**src/inc/nce_pkg.sv**
```systemverilog
// Constants, opcodes and types shared by the nibble execution core.
package nce_pkg;

	// -----------------------------------------------------------------
	// Widths
	// -----------------------------------------------------------------
	localparam int PC_W       = 14;
	localparam int PAGE_W     = 7;
	localparam int STACK_D    = 8;
	localparam int SIDX_W     = 3;
	localparam int RAMPTR_W   = 10;
	localparam int INSN_W     = 10;

	// -----------------------------------------------------------------
	// Reset values and fixed addresses
	// -----------------------------------------------------------------
	localparam logic [PC_W-1:0]   PC_RESET    = 14'h0000;
	localparam logic [PAGE_W-1:0] CALL_PAGE   = 7'h02;
	localparam logic [3:0]        NIB_RESET   = 4'h0;
	localparam logic [7:0]        BYTE_RESET  = 8'h00;

	// -----------------------------------------------------------------
	// Opcodes, single-word forms
	// -----------------------------------------------------------------
	localparam logic [9:0] OP_NOP        = 10'h000;
	localparam logic [9:0] OP_POF        = 10'h002;
	localparam logic [9:0] OP_AMC        = 10'h00b;
	localparam logic [9:0] OP_PAIR_TO_WIDE_REG       = 10'h01a;
	localparam logic [9:0] OP_TAD        = 10'h051;
	localparam logic [9:0] OP_TAZ        = 10'h053;
	localparam logic [9:0] OP_TASP       = 10'h050;
	localparam logic [9:0] OP_TDA        = 10'h029;
	localparam logic [9:0] OP_TAB        = 10'h01e;
	localparam logic [9:0] OP_TBA        = 10'h00e;
	localparam logic [9:0] OP_SC         = 10'h007;
	localparam logic [9:0] OP_RC         = 10'h006;
	localparam logic [9:0] OP_SZC        = 10'h02f;
	localparam logic [9:0] OP_RT         = 10'h044;
	localparam logic [9:0] OP_RTS        = 10'h045;
	localparam logic [9:0] OP_RTI        = 10'h046;
	localparam logic [9:0] OP_POWERDOWN_ARM       = 10'h05b;
	localparam logic [9:0] OP_TIMER_LOAD_BOTH       = 10'h230;
	localparam logic [9:0] OP_SST        = 10'h29e;
	localparam logic [9:0] OP_CONVERSION_KICKOFF       = 10'h29f;
	localparam logic [9:0] OP_SERIAL_DONE_SKIP      = 10'h288;
	localparam logic [9:0] OP_SNZAD      = 10'h287;
	localparam logic [9:0] OP_CONV_RESULT_READ      = 10'h279;
	localparam logic [9:0] OP_CONV_LOW_BITS_READ       = 10'h249;
	localparam logic [9:0] OP_WATCHDOG_KICK       = 10'h2a0;

	// -----------------------------------------------------------------
	// Opcode groups: top bits and a field in the low bits
	// -----------------------------------------------------------------
	localparam logic [5:0] GRP_XAM       = 6'h2d;
	localparam logic [5:0] GRP_RAM_SWAP_ROW_UP      = 6'h2e;
	localparam logic [5:0] GRP_RAM_SWAP_ROW_DOWN      = 6'h2f;
	localparam logic [5:0] GRP_LA        = 6'h07;
	localparam logic [7:0] GRP_SB        = 8'h17;
	localparam logic [7:0] GRP_RB        = 8'h13;
	localparam logic [7:0] GRP_SZB       = 8'h08;
	localparam logic [3:0] GRP_ROM_TABLE_READ      = 4'h2;
	localparam logic [2:0] GRP_BM        = 3'h2;
	localparam logic [2:0] GRP_B         = 3'h3;

	typedef enum logic [1:0] {
		NCE_FETCH = 2'b00,
		NCE_TABLE = 2'b01,
		NCE_PARK  = 2'b10
	} nce_state_t;

endpackage : nce_pkg

```
**src/core/nce_stack.sv**
```systemverilog
`timescale 1ns/1ps
// Eight-entry return stack with its index register.
module nce_stack
	import nce_pkg::*;
(
	input  wire logic                  core_clk,
	input  wire logic                  resetn,
	input  wire logic                  push,
	input  wire logic                  pop,
	input  wire logic [nce_pkg::PC_W-1:0] push_pc,
	output logic [nce_pkg::PC_W-1:0]   top_pc,
	output logic [nce_pkg::SIDX_W-1:0] stack_index
);
	import nce_pkg::*;

	logic [PC_W-1:0]   return_stack [STACK_D];
	logic [SIDX_W-1:0] idx_r;
	logic [SIDX_W-1:0] idx_up;

	assign idx_up      = idx_r + 3'h1;
	assign top_pc      = return_stack[idx_r];
	assign stack_index = idx_r;

	// -----------------------------------------------------------------
	// Index and entries
	// -----------------------------------------------------------------
	// Push bumps the index first, then writes the entry it now points at.
	always_ff @(posedge core_clk) begin
		if (!resetn) begin
			idx_r <= 3'h0;
		end else if (push) begin
			idx_r <= idx_up;
		end else if (pop) begin
			idx_r <= idx_r - 3'h1;
		end
	end

	always_ff @(posedge core_clk) begin
		if (push) begin
			return_stack[idx_up] <= push_pc;
		end
	end

endmodule : nce_stack

```
**src/core/nce_alu.sv**
```systemverilog
`timescale 1ns/1ps
// Nibble adder with carry and single-bit operations on a RAM nibble.
module nce_alu (
	input  wire logic       [3:0] acc,
	input  wire logic       [3:0] mem,
	input  wire logic             carry_in,
	input  wire logic       [1:0] bit_sel,
	output logic            [3:0] sum,
	output logic                  carry_out,
	output logic            [3:0] mem_set,
	output logic            [3:0] mem_clr,
	output logic                  bit_zero
);
	logic [4:0] wide;
	logic [3:0] mask;

	assign wide      = {1'b0, acc} + {1'b0, mem} + {4'h0, carry_in};
	assign sum       = wide[3:0];
	assign carry_out = wide[4];
	assign mask      = 4'h1 << bit_sel;
	assign mem_set   = mem | mask;
	assign mem_clr   = mem & ~mask;
	assign bit_zero  = (mem & mask) == 4'h0;

endmodule : nce_alu

```
**src/core/nce_core.sv**
```systemverilog
`timescale 1ns/1ps
// Instruction execution core of a 4-bit controller.
// How it works
// - Skip turns next instruction into no-op.
// - Skipped instruction always takes one cycle.
// - Program counter 14 bits: page high, offset low.
// - Return stack: eight 14-bit entries, 3-bit index.
// - RAM pointer is file, row, bank concatenated.
// - Table read pushes, jumps via page and offset.
// - Table word to B and A, then pop.
// - Calls bump index, then store program counter.
// - Short call forces page two, operand offset.
// - Returns reload counter from stack, decrement index.
// - Swap A with RAM, file XOR operand.
// - Swap variants step row down or up.
// - Add with carry updates A and carry.
// - Set, clear, test one bit of RAM.
// - Narrow register reads zero-fill high bits.
// - Pair transfer puts B high, A low.
// - Kickoffs clear done flag and start unit.
// - Flag skip tests one, clears after skipping.
// - Result read picks bits by comparator mode.
// - Low-bits read puts two bits high.
// - Watchdog kick clears flag, sets enable.
module nce_core
	import nce_pkg::*;
(
	input  wire logic                     core_clk,
	input  wire logic                     resetn,
	output logic [nce_pkg::PC_W-1:0]      rom_addr,
	input  wire logic [nce_pkg::INSN_W-1:0] rom_data,
	output logic [nce_pkg::RAMPTR_W-1:0]  ram_pointer,
	input  wire logic                [3:0] ram_rdata,
	output logic                     [3:0] ram_wdata,
	output logic                           ram_we,
	input  wire logic                      serial_done_set,
	input  wire logic                      conversion_done_set,
	input  wire logic                [9:0] conv_result,
	input  wire logic                      comparator_mode,
	output logic                           serial_start,
	output logic                           conversion_start,
	output logic                     [7:0] timer1_reload,
	output logic                     [7:0] timer1_load,
	output logic                           timer1_load_stb,
	output logic                     [7:0] wide_reg,
	output logic                           carry_flag,
	output logic                           serial_done_flag,
	output logic                           conversion_done_flag,
	output logic                           watchdog_flag,
	input  wire logic                      watchdog_flag_set,
	output logic                           watchdog_enable_flag,
	output logic                           ram_backup_entry,
	output logic [nce_pkg::SIDX_W-1:0]     stack_index
);
	import nce_pkg::*;

	// -----------------------------------------------------------------
	// Architectural state
	// -----------------------------------------------------------------
	logic [PAGE_W-1:0] pc_page_bits_r;
	logic [PAGE_W-1:0] pc_offset_bits_r;
	logic [3:0]        acc_r;
	logic [3:0]        b_r;
	logic [3:0]        file_r;
	logic [3:0]        row_r;
	logic [1:0]        bank_r;
	logic [2:0]        table_offset_reg_r;
	logic [7:0]        wide_r;
	logic              carry_r;
	logic              skip_r;
	logic              arm_r;
	logic              sdone_r;
	logic              cdone_r;
	logic              wdf_r;
	logic              wef_r;
	logic              backup_r;
	logic [7:0]        reload_r;
	nce_state_t        state_r;
	logic [PAGE_W-1:0] table_page_r;

	logic [PC_W-1:0]   pc;
	logic [PC_W-1:0]   pc_inc;
	logic [PC_W-1:0]   top_pc;
	logic [PC_W-1:0]   table_addr;
	logic [9:0]        op;
	logic              run;
	logic              push;
	logic              pop;

	assign pc           = {pc_page_bits_r, pc_offset_bits_r};
	assign pc_inc       = pc + 14'h0001;
	assign ram_pointer  = {file_r, row_r, bank_r};
	assign op           = rom_data;
	assign run          = (state_r == NCE_FETCH) && !skip_r;
	// The page is held from the table read's own fetch, since the bus then carries data.
	assign table_addr   = {table_page_r, table_offset_reg_r, acc_r};
	assign rom_addr     = (state_r == NCE_TABLE) ? table_addr : pc;

	// -----------------------------------------------------------------
	// Decode
	// -----------------------------------------------------------------
	logic is_xam;
	logic is_ram_swap_row_up;
	logic is_ram_swap_row_down;
	logic is_swap;
	logic is_sb;
	logic is_rb;
	logic is_szb;
	logic is_rom_table_read;
	logic is_bm;
	logic is_ret;
	logic is_serial_done_skip;
	logic is_snzad;
	logic [3:0] sum;
	logic       cout;
	logic [3:0] mem_set;
	logic [3:0] mem_clr;
	logic       bit_zero;

	assign is_xam   = op[9:4] == GRP_XAM;
	assign is_ram_swap_row_up  = op[9:4] == GRP_RAM_SWAP_ROW_UP;
	assign is_ram_swap_row_down  = op[9:4] == GRP_RAM_SWAP_ROW_DOWN;
	assign is_swap  = is_xam | is_ram_swap_row_up | is_ram_swap_row_down;
	assign is_sb    = op[9:2] == GRP_SB;
	assign is_rb    = op[9:2] == GRP_RB;
	assign is_szb   = op[9:2] == GRP_SZB;
	assign is_rom_table_read  = op[9:6] == GRP_ROM_TABLE_READ;
	assign is_bm    = op[9:7] == GRP_BM;
	assign is_ret   = (op == OP_RT) | (op == OP_RTS) | (op == OP_RTI);
	assign is_serial_done_skip = op == OP_SERIAL_DONE_SKIP;
	assign is_snzad = op == OP_SNZAD;

	// Single-word forms plus the LA and jump groups, decoded once and shared by the processes below.
	logic is_amc;
	logic is_tad;
	logic is_taz;
	logic is_tasp;
	logic is_tab;
	logic is_tba;
	logic is_la;
	logic is_conv_low_bits_read;
	logic is_conv_result_read;
	logic is_tda;
	logic is_pair_to_wide_reg;
	logic is_sc;
	logic is_rc;
	logic is_szc;
	logic is_sst;
	logic is_conversion_kickoff;
	logic is_watchdog_kick;
	logic is_powerdown_arm;
	logic is_pof;
	logic is_timer_load_both;
	logic is_jump;

	assign is_amc   = op == OP_AMC;
	assign is_tad   = op == OP_TAD;
	assign is_taz   = op == OP_TAZ;
	assign is_tasp  = op == OP_TASP;
	assign is_tab   = op == OP_TAB;
	assign is_tba   = op == OP_TBA;
	assign is_la    = op[9:4] == GRP_LA;
	assign is_conv_low_bits_read  = op == OP_CONV_LOW_BITS_READ;
	assign is_conv_result_read = op == OP_CONV_RESULT_READ;
	assign is_tda   = op == OP_TDA;
	assign is_pair_to_wide_reg  = op == OP_PAIR_TO_WIDE_REG;
	assign is_sc    = op == OP_SC;
	assign is_rc    = op == OP_RC;
	assign is_szc   = op == OP_SZC;
	assign is_sst   = op == OP_SST;
	assign is_conversion_kickoff  = op == OP_CONVERSION_KICKOFF;
	assign is_watchdog_kick  = op == OP_WATCHDOG_KICK;
	assign is_powerdown_arm  = op == OP_POWERDOWN_ARM;
	assign is_pof   = op == OP_POF;
	assign is_timer_load_both  = op == OP_TIMER_LOAD_BOTH;
	assign is_jump  = op[9:7] == GRP_B;

	nce_alu u_alu (
		.acc       (acc_r),
		.mem       (ram_rdata),
		.carry_in  (carry_r),
		.bit_sel   (op[1:0]),
		.sum       (sum),
		.carry_out (cout),
		.mem_set   (mem_set),
		.mem_clr   (mem_clr),
		.bit_zero  (bit_zero)
	);

	// Table read pushes on entry and pops when the word comes back.
	assign push = run && (is_bm || is_rom_table_read);
	assign pop  = (run && is_ret) || (state_r == NCE_TABLE);

	nce_stack u_stack (
		.core_clk    (core_clk),
		.resetn      (resetn),
		.push        (push),
		.pop         (pop),
		.push_pc     (pc_inc),
		.top_pc      (top_pc),
		.stack_index (stack_index)
	);

	// Skip conditions decided by the instruction now executing.
	logic skip_nxt;
	assign skip_nxt = run && (
		(is_szb && bit_zero) ||
		(is_szc && !carry_r) ||
		(op == OP_RTS) ||
		(is_serial_done_skip && sdone_r) ||
		(is_snzad && cdone_r));

	assign ram_we    = run && (is_swap || is_sb || is_rb);
	assign ram_wdata = is_sb ? mem_set : (is_rb ? mem_clr : acc_r);

	// -----------------------------------------------------------------
	// Sequencer and program counter
	// -----------------------------------------------------------------
	// A skipped word costs exactly one cycle, even a table read or return.
	always_ff @(posedge core_clk) begin
		if (!resetn) begin
			state_r          <= NCE_FETCH;
			pc_page_bits_r   <= PC_RESET[13:7];
			pc_offset_bits_r <= PC_RESET[6:0];
			skip_r           <= 1'b0;
			table_page_r     <= PC_RESET[13:7];
		end else begin
			case (state_r)
				NCE_FETCH: begin
					skip_r <= skip_nxt;
					if (skip_r) begin
						{pc_page_bits_r, pc_offset_bits_r} <= pc_inc;
					end else if (is_rom_table_read) begin
						table_page_r <= PAGE_W'(op[5:0]);
						state_r      <= NCE_TABLE;
					end else if (is_bm) begin
						pc_page_bits_r   <= CALL_PAGE;
						pc_offset_bits_r <= op[6:0];
					end else if (is_jump) begin
						pc_offset_bits_r <= op[6:0];
					end else if (is_ret) begin
						{pc_page_bits_r, pc_offset_bits_r} <= top_pc;
					end else if (is_pof && arm_r) begin
						state_r <= NCE_PARK;
					end else begin
						{pc_page_bits_r, pc_offset_bits_r} <= pc_inc;
					end
				end
				NCE_TABLE: begin
					{pc_page_bits_r, pc_offset_bits_r} <= top_pc;
					state_r <= NCE_FETCH;
				end
				NCE_PARK: begin
					state_r <= NCE_PARK;
				end
				default: begin
					state_r <= NCE_FETCH;
				end
			endcase
		end
	end

	// -----------------------------------------------------------------
	// Data registers
	// -----------------------------------------------------------------
	always_ff @(posedge core_clk) begin
		if (!resetn) begin
			acc_r <= NIB_RESET;
			b_r   <= NIB_RESET;
		end else if (state_r == NCE_TABLE) begin
			b_r   <= rom_data[7:4];
			acc_r <= rom_data[3:0];
		end else if (run) begin
			if (is_swap) acc_r <= ram_rdata;
			else if (is_amc) acc_r <= sum;
			else if (is_tad) acc_r <= {1'b0, table_offset_reg_r};
			else if (is_taz) acc_r <= {2'b00, bank_r};
			else if (is_tasp) acc_r <= {1'b0, stack_index};
			else if (is_tab) acc_r <= b_r;
			else if (is_la) acc_r <= op[3:0];
			else if (is_conv_low_bits_read) acc_r <= {conv_result[1:0], 2'b00};
			else if (is_conv_result_read) begin
				acc_r <= comparator_mode ? conv_result[3:0] : conv_result[5:2];
				b_r   <= comparator_mode ? conv_result[7:4] : conv_result[9:6];
			end
			if (is_tba) b_r <= acc_r;
		end
	end

	always_ff @(posedge core_clk) begin
		if (!resetn) begin
			file_r             <= NIB_RESET;
			row_r              <= NIB_RESET;
			bank_r             <= 2'b00;
			table_offset_reg_r <= 3'h0;
			wide_r             <= BYTE_RESET;
			carry_r            <= 1'b0;
		end else if (run) begin
			if (is_swap) file_r <= file_r ^ op[3:0];
			if (is_ram_swap_row_up) row_r <= row_r + 4'h1;
			if (is_ram_swap_row_down) row_r <= row_r - 4'h1;
			if (is_amc) carry_r <= cout;
			if (is_sc) carry_r <= 1'b1;
			if (is_rc) carry_r <= 1'b0;
			if (is_tda) table_offset_reg_r <= acc_r[2:0];
			if (is_pair_to_wide_reg) wide_r <= {b_r, acc_r};
		end
	end

	// -----------------------------------------------------------------
	// Peripheral flags
	// -----------------------------------------------------------------
	// A done event in the same cycle as a clear wins, so none is lost.
	always_ff @(posedge core_clk) begin
		if (!resetn) begin
			sdone_r  <= 1'b0;
			cdone_r  <= 1'b0;
			wdf_r    <= 1'b0;
			wef_r    <= 1'b0;
			arm_r    <= 1'b0;
			backup_r <= 1'b0;
			reload_r <= BYTE_RESET;
		end else begin
			if (run && (is_sst || (is_serial_done_skip && sdone_r))) sdone_r <= 1'b0;
			if (serial_done_set) sdone_r <= 1'b1;
			if (run && (is_conversion_kickoff || (is_snzad && cdone_r))) cdone_r <= 1'b0;
			if (conversion_done_set) cdone_r <= 1'b1;
			if (run && is_watchdog_kick) begin
				wdf_r <= 1'b0;
				wef_r <= 1'b1;
			end
			if (watchdog_flag_set) wdf_r <= 1'b1;
			// Arming lasts only until the next executed word.
			if (state_r == NCE_FETCH && !skip_r) arm_r <= is_powerdown_arm;
			if (run && is_pof && arm_r) backup_r <= 1'b1;
			if (run && is_timer_load_both) reload_r <= {b_r, acc_r};
		end
	end

	assign serial_start         = run && is_sst;
	assign conversion_start     = run && is_conversion_kickoff;
	assign timer1_load_stb      = run && is_timer_load_both;
	assign timer1_load          = {b_r, acc_r};
	assign timer1_reload        = reload_r;
	assign wide_reg             = wide_r;
	assign carry_flag           = carry_r;
	assign serial_done_flag     = sdone_r;
	assign conversion_done_flag = cdone_r;
	assign watchdog_flag        = wdf_r;
	assign watchdog_enable_flag = wef_r;
	assign ram_backup_entry     = backup_r;

endmodule : nce_core

```
**config.mk**
```make
export PLATFORM = sky130hd
export DESIGN_NAME = nce_core
export DESIGN_NICKNAME = d
export VERILOG_FILES = /design/src/inc/nce_pkg.sv /design/src/core/nce_stack.sv /design/src/core/nce_alu.sv /design/src/core/nce_core.sv
export SDC_FILE = /design/constraint.sdc
export NUM_CORES = 1
export LEC_CHECK = 0
export BUFFER_PORTS_ARGS = -buffer_cell sky130_fd_sc_hd__buf_4
export CORE_MARGIN = 4
export CORE_UTILIZATION = 35
export CTS_BUF_LIST = sky130_fd_sc_hd__clkbuf_16
export DETAILED_ROUTE_END_ITERATION = 8
export MAX_ROUTING_LAYER = met4
export SLEW_MARGIN = 20
export SYNTH_ARGS = -nofsm -noshare
export SYNTH_HDL_FRONTEND = slang
export SYNTH_SLANG_ARGS = --single-unit
```
**constraint.sdc**
```tcl
create_clock -name core_clk -period 3.7 [get_ports core_clk]
set_input_delay 0.37 -clock core_clk [delete_from_list [all_inputs] [get_ports core_clk]]
set_output_delay 0.37 -clock core_clk [all_outputs]
set_load 0.005 [all_outputs]
```
-- Word-level counts from Yosys, hierarchy flattened
Memories as Yosys holds them, arrays and structs flattened. A register that Yosys moved wholly into a read port is not among the register bits.
Cells that the tools add are included.
Widths: inputs -> output; s select.
- memories: 1
- input port bits: 30
- register bits: 68
- bits in writable memories: 112
- output and inout port bits: 65
- $add $sub $neg: 7
- equality and inequality tests: 53
- reductions and logical operators: 53
- bitwise operators: 10
- multiplexer cells: 66
- shifts and indexed selects: 1
- memories (name ; words ; width ; rd ports ; clocked after memory_dff ; wr ports ; RTL line ; RTL):
    u_stack.return_stack ; 8 ; 14 ; 1 ; 1 ; 1 ; nce_stack.sv:16 ; logic [PC_W-1:0] return_stack [STACK_D];
- operator list (operator ; number):
    $mux 4 ; 29
    $mux 7 ; 12
    $eq 10x10->1 const B ; 8
    $eq 10x7->1 const B ; 7
    $pmux 7 s2 ; 2
    $eq 10x3->1 const B ; 2
    $eq 10x4->1 const B ; 2
    $eq 10x5->1 const B ; 2
    $eq 10x6->1 const B ; 2
    $eq 6x6->1 const B ; 3
    $logic_and 1x1->1 ; 18
    $ne 3x1->1 const B ; 6
    $eq 8x5->1 const B ; 2
    $ne 3x3->1 const B ; 5
    $add 14x1->14 const B ; 1
    $mux 14 ; 1
    $reduce_bool 2->1 ; 7
    $mux 2 ; 6
    $mux 3 ; 4
    $reduce_and 2->1 ; 6
    $mux 1 ; 11
    $eq 10x2->1 const B ; 1
    $logic_or 1x1->1 ; 10
    $reduce_and 10->1 ; 1
    other kinds (33) ; 42

-- Logic depth before layout (Yosys ltp)
Gate-level depths: netlist of the first run.
- depth in word-level cells: 13
- depth in mapped cells: 10
- mapped depth without buffers: 9

-- Cells and area by module
From an unflattened synthesis of the first run, not the netlist that was laid out.
- cells, all modules: 778
- area, all modules: 9122.5 um2
- by module, submodules not included (module ; times used ; area each (um2) ; sequential area each (um2) ; cells each):
    nce_stack ; 1 ; 4594.4 ; 3483.3 ; 197
    nce_core ; 1 ; 4295.4 ; 1301.2 ; 553
    nce_alu ; 1 ; 232.7 ; 0.0 ; 28

-- Least setup slack after synthesis of the first run
OpenSTA, ideal clock, no wires.
- path kind: in2reg
- from: input rom_data[9] (netlist bit)
- to: memory u_stack.return_stack[0][0], enable pin
- path slack: 0.896 ns
- setup time: 0.403 ns
- data arrival time: 2.402 ns
- buffers on the path: 1
- stages: 5
- path through: buf_2 -> nor4_1 -> o21ai_0 -> or2_2 -> nor3_1
- word-level cells in the longest chain between the ends: 5
- elaborated cells between the ends (all ways): 6
- classes of those cells: 2 x eq/ne; 2 x mux; 2 x reduce/logical
- ends and longest elaborated chain (item ; RTL line ; RTL):
    from (decl) ; nce_core.sv:31 ; input wire logic [nce_pkg::INSN_W-1:0] rom_data,
    $eq 4x2->1 or $eq 3x2->1 (tied branches) ; nce_core.sv:127, nce_core.sv:128 ;
    $logic_or 1x1->1 * ; nce_core.sv:191 ; assign push = run && (is_bm || is_rom_table_read);
    $logic_and 1x1->1 * ; nce_core.sv:191 ;
    $mux 1 * ; nce_stack.sv:39 ; if (push) begin
    $mux 1 (implied by the code) * ; nce_stack.sv:40 ; return_stack[idx_up] <= push_pc;
    to (decl) ; nce_stack.sv:16 ;
Every way passes the cells marked *; elsewhere a longest branch is shown, timed or not.

-- Final worst setup path of the first run
- from: input rom_data[7] (netlist bit)
- to: output ram_wdata[2]
- word-level cells in the longest chain between the ends: 3
- elaborated cells between the ends (all ways): 4
- classes of those cells: 2 x eq/ne; 2 x mux
- ends and longest elaborated chain (item ; RTL line ; RTL):
    $eq 8x5->1 ; nce_core.sv:125 ; assign is_rb = op[9:2] == GRP_RB;
    $mux 4 ; nce_core.sv:214 ; assign ram_wdata = is_sb ? mem_set : (is_rb ? mem_clr : acc_r);
    $mux 4 * ; nce_core.sv:214 ;
    to (decl) ; nce_core.sv:34 ; output logic [3:0] ram_wdata,
Marked as above.

==> results.sh, run 1 <==
export IMPL_outcome="completed"
export IMPL_grt_pass1_wl_mm=38.53
export IMPL_crit_chain="buf_4, nor4b_2, and2_1, nor2b_1, mux2i_1, o21ai_0, buf_4"
export IMPL_rows=57
export IMPL_final_nets=895
export IMPL_netlist_area_um2=8835
export IMPL_via_count=6454
export IMPL_finalCritPeriodShare_pct=75.64
export IMPL_largest_register_ff_count=112
export IMPL_cts_max_path_buffers=2
export IMPL_post_drt_wl_per_cell_um=20.61
export IMPL_fp_dieH_um=166.9
export IMPL_cpMostUsedCell="buf_4"
export IMPL_cts_tree="built"
export IMPL_synth_commonest_cells="112 x edfxtp_1, 92 x nor2_1, 79 x nand2_1, 71 x dfxtp_1, 42 x mux2i_1"
export IMPL_firstDrtPassIters=5
export IMPL_yosysMostFrequentCell="edfxtp_1"
export IMPL_num_fill_cells=2323
export IMPL_critical_path_class="input pin to primary output"
export IMPL_synth_edf_count=112
export IMPL_avgViaCountPerCell=5.419
export IMPL_diodes=0
export IMPL_required_ns=3.33
export IMPL_ys_ff_latch=183
export IMPL_fin_cells=1191
export IMPL_internal_power_mw=3.363
export IMPL_final_util_pct=42.66
export IMPL_antenna_found_initial=0
export IMPL_route_detailed_drc=0
export IMPL_start_kind="input pin"
export IMPL_numClockSinks=183
export IMPL_worstMarginPinSlew_ns=1.074
export IMPL_die_x_um=166.9
export IMPL_cts_setup_buffers=0
export IMPL_cts_root_buffer="clkbuf_16"
export IMPL_swShare_pct=27.11
export IMPL_netlist_top_cells_area="edfxtp_1 38%, dfxtp_1 16%, mux4_2 7.4%"
export IMPL_final_hold_violation_count=0
export IMPL_htree_levels=4
export IMPL_ctsHoldBuffers=0
export IMPL_pwr_density_cell_nw_per_um2=439.6
export IMPL_synth_cell_types=64
export IMPL_dp_hpwl_mm=17.09
export IMPL_final_max_slew_viol_count=0
export IMPL_ir_drop_uv=294.6
export IMPL_syn_to_final_growth_pct=18.82
export IMPL_wl_mm=24.55
export IMPL_skew_ns=0.01598
export IMPL_setup_tns_ns=0
export IMPL_drv_cap=0
export IMPL_yosysSeqAreaShare_pct=54.16
export IMPL_slew_headroom_pct=28.28
export IMPL_grt_overflow_total=0
export IMPL_cp_max_fo=15
export IMPL_cp_arrival_ns=2.43
export IMPL_setup_viol=0
export IMPL_power_leakage_nw=3.862
export IMPL_cts_buffers=17
export IMPL_max_stage_delay_ns=0.59
export IMPL_drtAntennaViolNets=0
export IMPL_coreArea_um2=24600
export IMPL_fin_crit_ns=2.799
export IMPL_place_inst=1159
export IMPL_drive_gt1_share_pct=23.30
export IMPL_io_pins=95
export IMPL_synth_cells=770
export IMPL_cts_resized=0
export IMPL_hold_path_class="input pin to flop"
export IMPL_p_comb_share_pct=11.4
export IMPL_power_switching_mw=1.251
export IMPL_crit_slowest_cell="nor4b_2"
export IMPL_start_util_pct=35.91
export IMPL_yosysTopAreaCell="edfxtp_1"
export IMPL_grt_setup_unrepaired="no"
export IMPL_synth_main_ff_cell="edfxtp_1"
export IMPL_fp_dieArea_um2=27850
export IMPL_synth_top_area_share_pct=38.07
export IMPL_place_ws_ns=0.9656
export IMPL_cp_end_kind="primary output"
export IMPL_p_seq_share_pct=49.2
export IMPL_clkPwrFrac_pct=39.4
export IMPL_grt_usage_pct=18.13
export IMPL_clk_latency_ns=0.44
export IMPL_grt_pass1_vias=6365
export IMPL_port_buffers=92
export IMPL_ys_warn_count=0
export IMPL_fmax_ghz=0.3573
export IMPL_fin_ws_ns=0.9014
export IMPL_routabilityCongestion=0.9567
export IMPL_avgSynthCellArea_um2=11.47
export IMPL_ys_async_sr_fraction_pct=0
export IMPL_grt_max_degree=57
export IMPL_clk_pin_slew_worst_paths_ns=0.07
export IMPL_drt_iter0_drc=657
==> per-stage QoR <==
stage	instance area (um2)	power, mW	hold slack (ns)
after floorplan	8838	2.635	0.4323
after global placement	9901	2.846	0.4406
after detailed placement	9901	2.846	0.4418
after CTS	10500	4.654	0.1405
after global routing	10500	4.800	0.1399
final	10500	4.615	0.1506
==> critical path, delay by kind of cell <==
kind	cells	cell delay, ns
buffers and inverters	2	0.37
multiplexers	1	0.11
AND/OR/NAND/NOR	3	1.22
AO/OA/AOI/OAI	1	0.35
==> power groups by stage <==
| stage | clock network (mW) | logic, mW | registers [mW] |
|---|---|---|---|
| 2_1_floorplan | 0 | 0.334 | 2.30 |
| 3_3_place_gp | 0 | 0.530 | 2.32 |
| 3_5_place_dp | 0 | 0.529 | 2.32 |
| 4_1_cts | 1.85 | 0.532 | 2.27 |
| 5_1_grt | 1.95 | 0.575 | 2.28 |
| 6_report | 1.82 | 0.527 | 2.27 |
==> worst paths after layout <==
check	from	end	slack, ns	depth (start not counted)
min reg2reg	watchdog_enable_flag$_SDFFE_PN0P_	watchdog_enable_flag$_SDFFE_PN0P_	0.46	2
max	rom_data[7]	ram_wdata[2]	0.90	7
max reg2reg	carry_flag$_SDFFE_PN0P_	acc_r[2]$_SDFFE_PN0P_	1.37	7
min	serial_done_set	serial_done_flag$_SDFFE_PN0P_	0.15	2
==> final cells by class <==
class / instances / area [um2] / area share (%)
sequential: 183 / 4786 / 45.59
multi-input combinational: 523 / 3805 / 36.25
timing repair buffer: 112 / 840.8 / 8.010
clock buffer: 17 / 425.4 / 4.052
tap: 324 / 405.4 / 3.862
clock inverter: 15 / 171.4 / 1.633
inverter: 17 / 63.81 / 0.6079
==> metal layers <==
layer / track usage [%] / wire (um) / up-vias
li1: - / - / 3017
met1: 26.96 / 11900 / 3246
met2: 26.35 / 11230 / 182
met3: 3.247 / 1250 / 9
met4: 3.237 / 170 / 0
met5: - / 0 / -
==> kinds of logic (layout without fill, tap and decap cells) <==
| family | count (synthesis) | in the layout | synth area share [%] |
|---|---|---|---|
| simple gates | 274 | 274 | 15.21 |
| flops | 183 | 183 | 54.16 |
| compound gates | 129 | 129 | 9.758 |
| mux | 79 | 79 | 13.17 |
| buf+inv | 65 | 161 | 3.073 |
| xor+xnor | 28 | 28 | 2.776 |
| fa+ha+maj | 11 | 11 | 1.813 |
| other cells | 1 | 2 | 0.04245 |
==> placed cells by master, fill, tap and decap left out, types with 6 or more instances in the layout <==
cell and n:
nor2_1 92, a211oi_1 16, nor2b_1 12, a21oi_1 33, nand2b_1 10, nor3_2 6
edfxtp_1 112, nand3_1 21, dfxtp_1 70, mux2_2 8, nand4_1 9, nand2_1 79
xor2_1 13, a31oi_1 7, inv_1 17, o21ai_0 29, mux2i_1 42, buf_4 112
nor3b_1 6, ha_1 8, xnor2_1 15, mux4_2 29, clkbuf_16 17
(Power assumes the default switching activity.)
==> run 2: changes to the inputs <==
clock period = 2.55 ns   (was 3.7 ns; I/O delays follow)
==> run 2 against run 1 <==
Against the previous run: sequential cell count unchanged; clock power rose by 51%; non-clock buffer count up 33; global-route usage about the same; critical path depth is 1 lower; via count increased by 1.7%; setup slack worse by 0.71 ns; sequential share of layout area decreased by 1.2 points; combinational power up 51%; critical endpoint unchanged; highest routed layer unchanged.
==> results.sh, run 2 (same netlist as run 1, synthesis figures left out) <==
export IMPL_post_drt_wl_per_cell_um=20.17
export IMPL_p_seq_share_pct=48.3
export IMPL_cp_max_fo=15
export IMPL_grt_setup_unrepaired="no"
export IMPL_largest_register_ff_count=112
export IMPL_clkPwrFrac_pct=40.1
export IMPL_layout_area_seq_um2=4786
export IMPL_cts_setup_buffers=0
export IMPL_critical_path_class="input pin to primary output"
export IMPL_syn_to_final_growth_pct=22.16
export IMPL_fmax_ghz=0.4241
export IMPL_grt_overflow_total=0
export IMPL_cp_top_family="simple AND/OR/NAND/NOR gates"
export IMPL_ctsHoldBuffers=0
export IMPL_cts_root_buffer="clkbuf_16"
export IMPL_wl_mm=24.69
export IMPL_worstMarginPinSlew_ns=0.8683
export IMPL_ir_drop_uv=341.3
export IMPL_numClockSinks=183
export IMPL_final_hold_violation_count=0
export IMPL_fin_crit_ns=2.358
export IMPL_cp_end_kind="primary output"
export IMPL_cts_tree="built"
export IMPL_drtAntennaViolNets=0
export IMPL_swShare_pct=27.64
export IMPL_route_detailed_drc=0
export IMPL_internal_power_mw=4.953
export IMPL_place_ws_ns=0.2329
export IMPL_power_leakage_nw=4.036
export IMPL_setup_tns_ns=0
export IMPL_p_comb_share_pct=11.6
export IMPL_mostFrequentLayoutCells="144 x buf_4, 112 x edfxtp_1, 92 x nor2_1"
export IMPL_pwr_density_cell_nw_per_um2=634.2
export IMPL_max_stage_delay_ns=0.74
export IMPL_final_common_cell="buf_4"
export IMPL_start_kind="input pin"
export IMPL_htree_levels=4
export IMPL_setup_viol=0
export IMPL_outcome="completed"
export IMPL_crit_chain="buf_4, nand2b_1, nor2_1, or4b_2, o21ai_0, buf_4"
export IMPL_power_switching_mw=1.892
export IMPL_cpMostUsedCell="buf_4"
export IMPL_drv_cap=0
export IMPL_cts_buffers=17
export IMPL_fp_dieArea_um2=27850
export IMPL_grt_max_degree=57
export IMPL_final_nets=928
export IMPL_hold_slack_ns=0.02748
export IMPL_die_x_um=166.9
export IMPL_fin_ws_ns=0.1922
export IMPL_final_util_pct=43.86
export IMPL_drive_gt1_share_pct=26.22
export IMPL_grt_pass1_vias=6443
export IMPL_hold_path_class="input pin to flop"
export IMPL_clk_pin_slew_worst_paths_ns=0.08
export IMPL_start_util_pct=35.91
export IMPL_fp_dieH_um=166.9
export IMPL_grt_usage_pct=18.12
export IMPL_dp_hpwl_mm=17.62
export IMPL_required_ns=2.30
export IMPL_cp_arrival_ns=2.10
export IMPL_rows=57
export IMPL_num_fill_cells=2295
export IMPL_firstDrtPassIters=5
export IMPL_port_buffers=92
export IMPL_antenna_found_initial=0
export IMPL_finalCritPeriodShare_pct=92.46
export IMPL_routabilityCongestion=0.9408
export IMPL_fin_area_um2=10790
export IMPL_via_count=6562
export IMPL_coreArea_um2=24600
export IMPL_skew_ns=0.01146
export IMPL_slew_headroom_pct=42.11
export IMPL_avgViaCountPerCell=5.361
export IMPL_diodes=0
export IMPL_cts_max_path_buffers=2
export IMPL_detailed_place_area_um2=10160
export IMPL_crit_slowest_cell="or4b_2"
export IMPL_drt_iter0_drc=548
export IMPL_critPathBufInv=2
export IMPL_final_max_slew_viol_count=0
export IMPL_clk_latency_ns=0.44
export IMPL_cts_resized=0
export IMPL_io_pins=95
export IMPL_multiInputGateArea_um2=3805
export IMPL_grt_pass1_wl_mm=38.32
run 2: cell types whose count changed in the layout (fill, tap and decap cells not counted):
cell | previous run | this run
buf_4 | 112 | 144
inv_12 | 1 | 4
inv_8 | 5 | 2
buf_12 | 0 | 1
clkinvlp_4 | 1 | 2
inv_1 | 17 | 16
inv_16 | 0 | 1
inv_2 | 1 | 0
run 2: worst paths after layout:
kind	start	to	slack (ns)	cells past startpoint
setup / recovery	rom_data[7]	ram_wdata[2]	0.19	6
setup reg to reg	state_r[1]$_SDFFE_PN0P_	u_stack.return_stack[0][5]$_DFFE_PP_	0.26	5
hold / removal	serial_done_set	serial_done_flag$_SDFFE_PN0P_	0.03	2
hold reg to reg	watchdog_enable_flag$_SDFFE_PN0P_	watchdog_enable_flag$_SDFFE_PN0P_	0.46	2
run 2: per-layer routing:
layer / wire length, um / part of all wire, % / global-route usage (%)
met5: 0 / 0 / -
met3: 1222 / 4.9 / 3.295
met2: 11250 / 46 / 26.56
met4: 226 / 0.92 / 3.415
met1: 11990 / 49 / 26.63
run 2: area by class of cell:
cell class	count	area share (%)
sequential	183	44.34
multi-input combinational	523	35.25
timing repair buffer	145	10.20
clock buffer	17	3.942
tap	324	3.756
clock inverter	15	1.901
inverter	17	0.6028
run 2: power by group through the flow:
| stage | logic, mW | clock network [mW] | registers (mW) |
|---|---|---|---|
| global placement | 0.791 | 0 | 3.37 |
| floorplan | 0.484 | 0 | 3.34 |
| global route | 0.865 | 2.95 | 3.31 |
| detailed placement | 0.796 | 0 | 3.37 |
| CTS | 0.798 | 2.81 | 3.30 |
| finish | 0.795 | 2.75 | 3.30 |
run 2: metrics by stage:
stage / power [mW] / cells
2_1_floorplan: 3.823 / 771
3_3_place_gp: 4.161 / 1192
3_5_place_dp: 4.168 / 1192
4_1_cts: 6.913 / 1224
5_1_grt: 7.126 / 1224
6_report: 6.845 / 1224
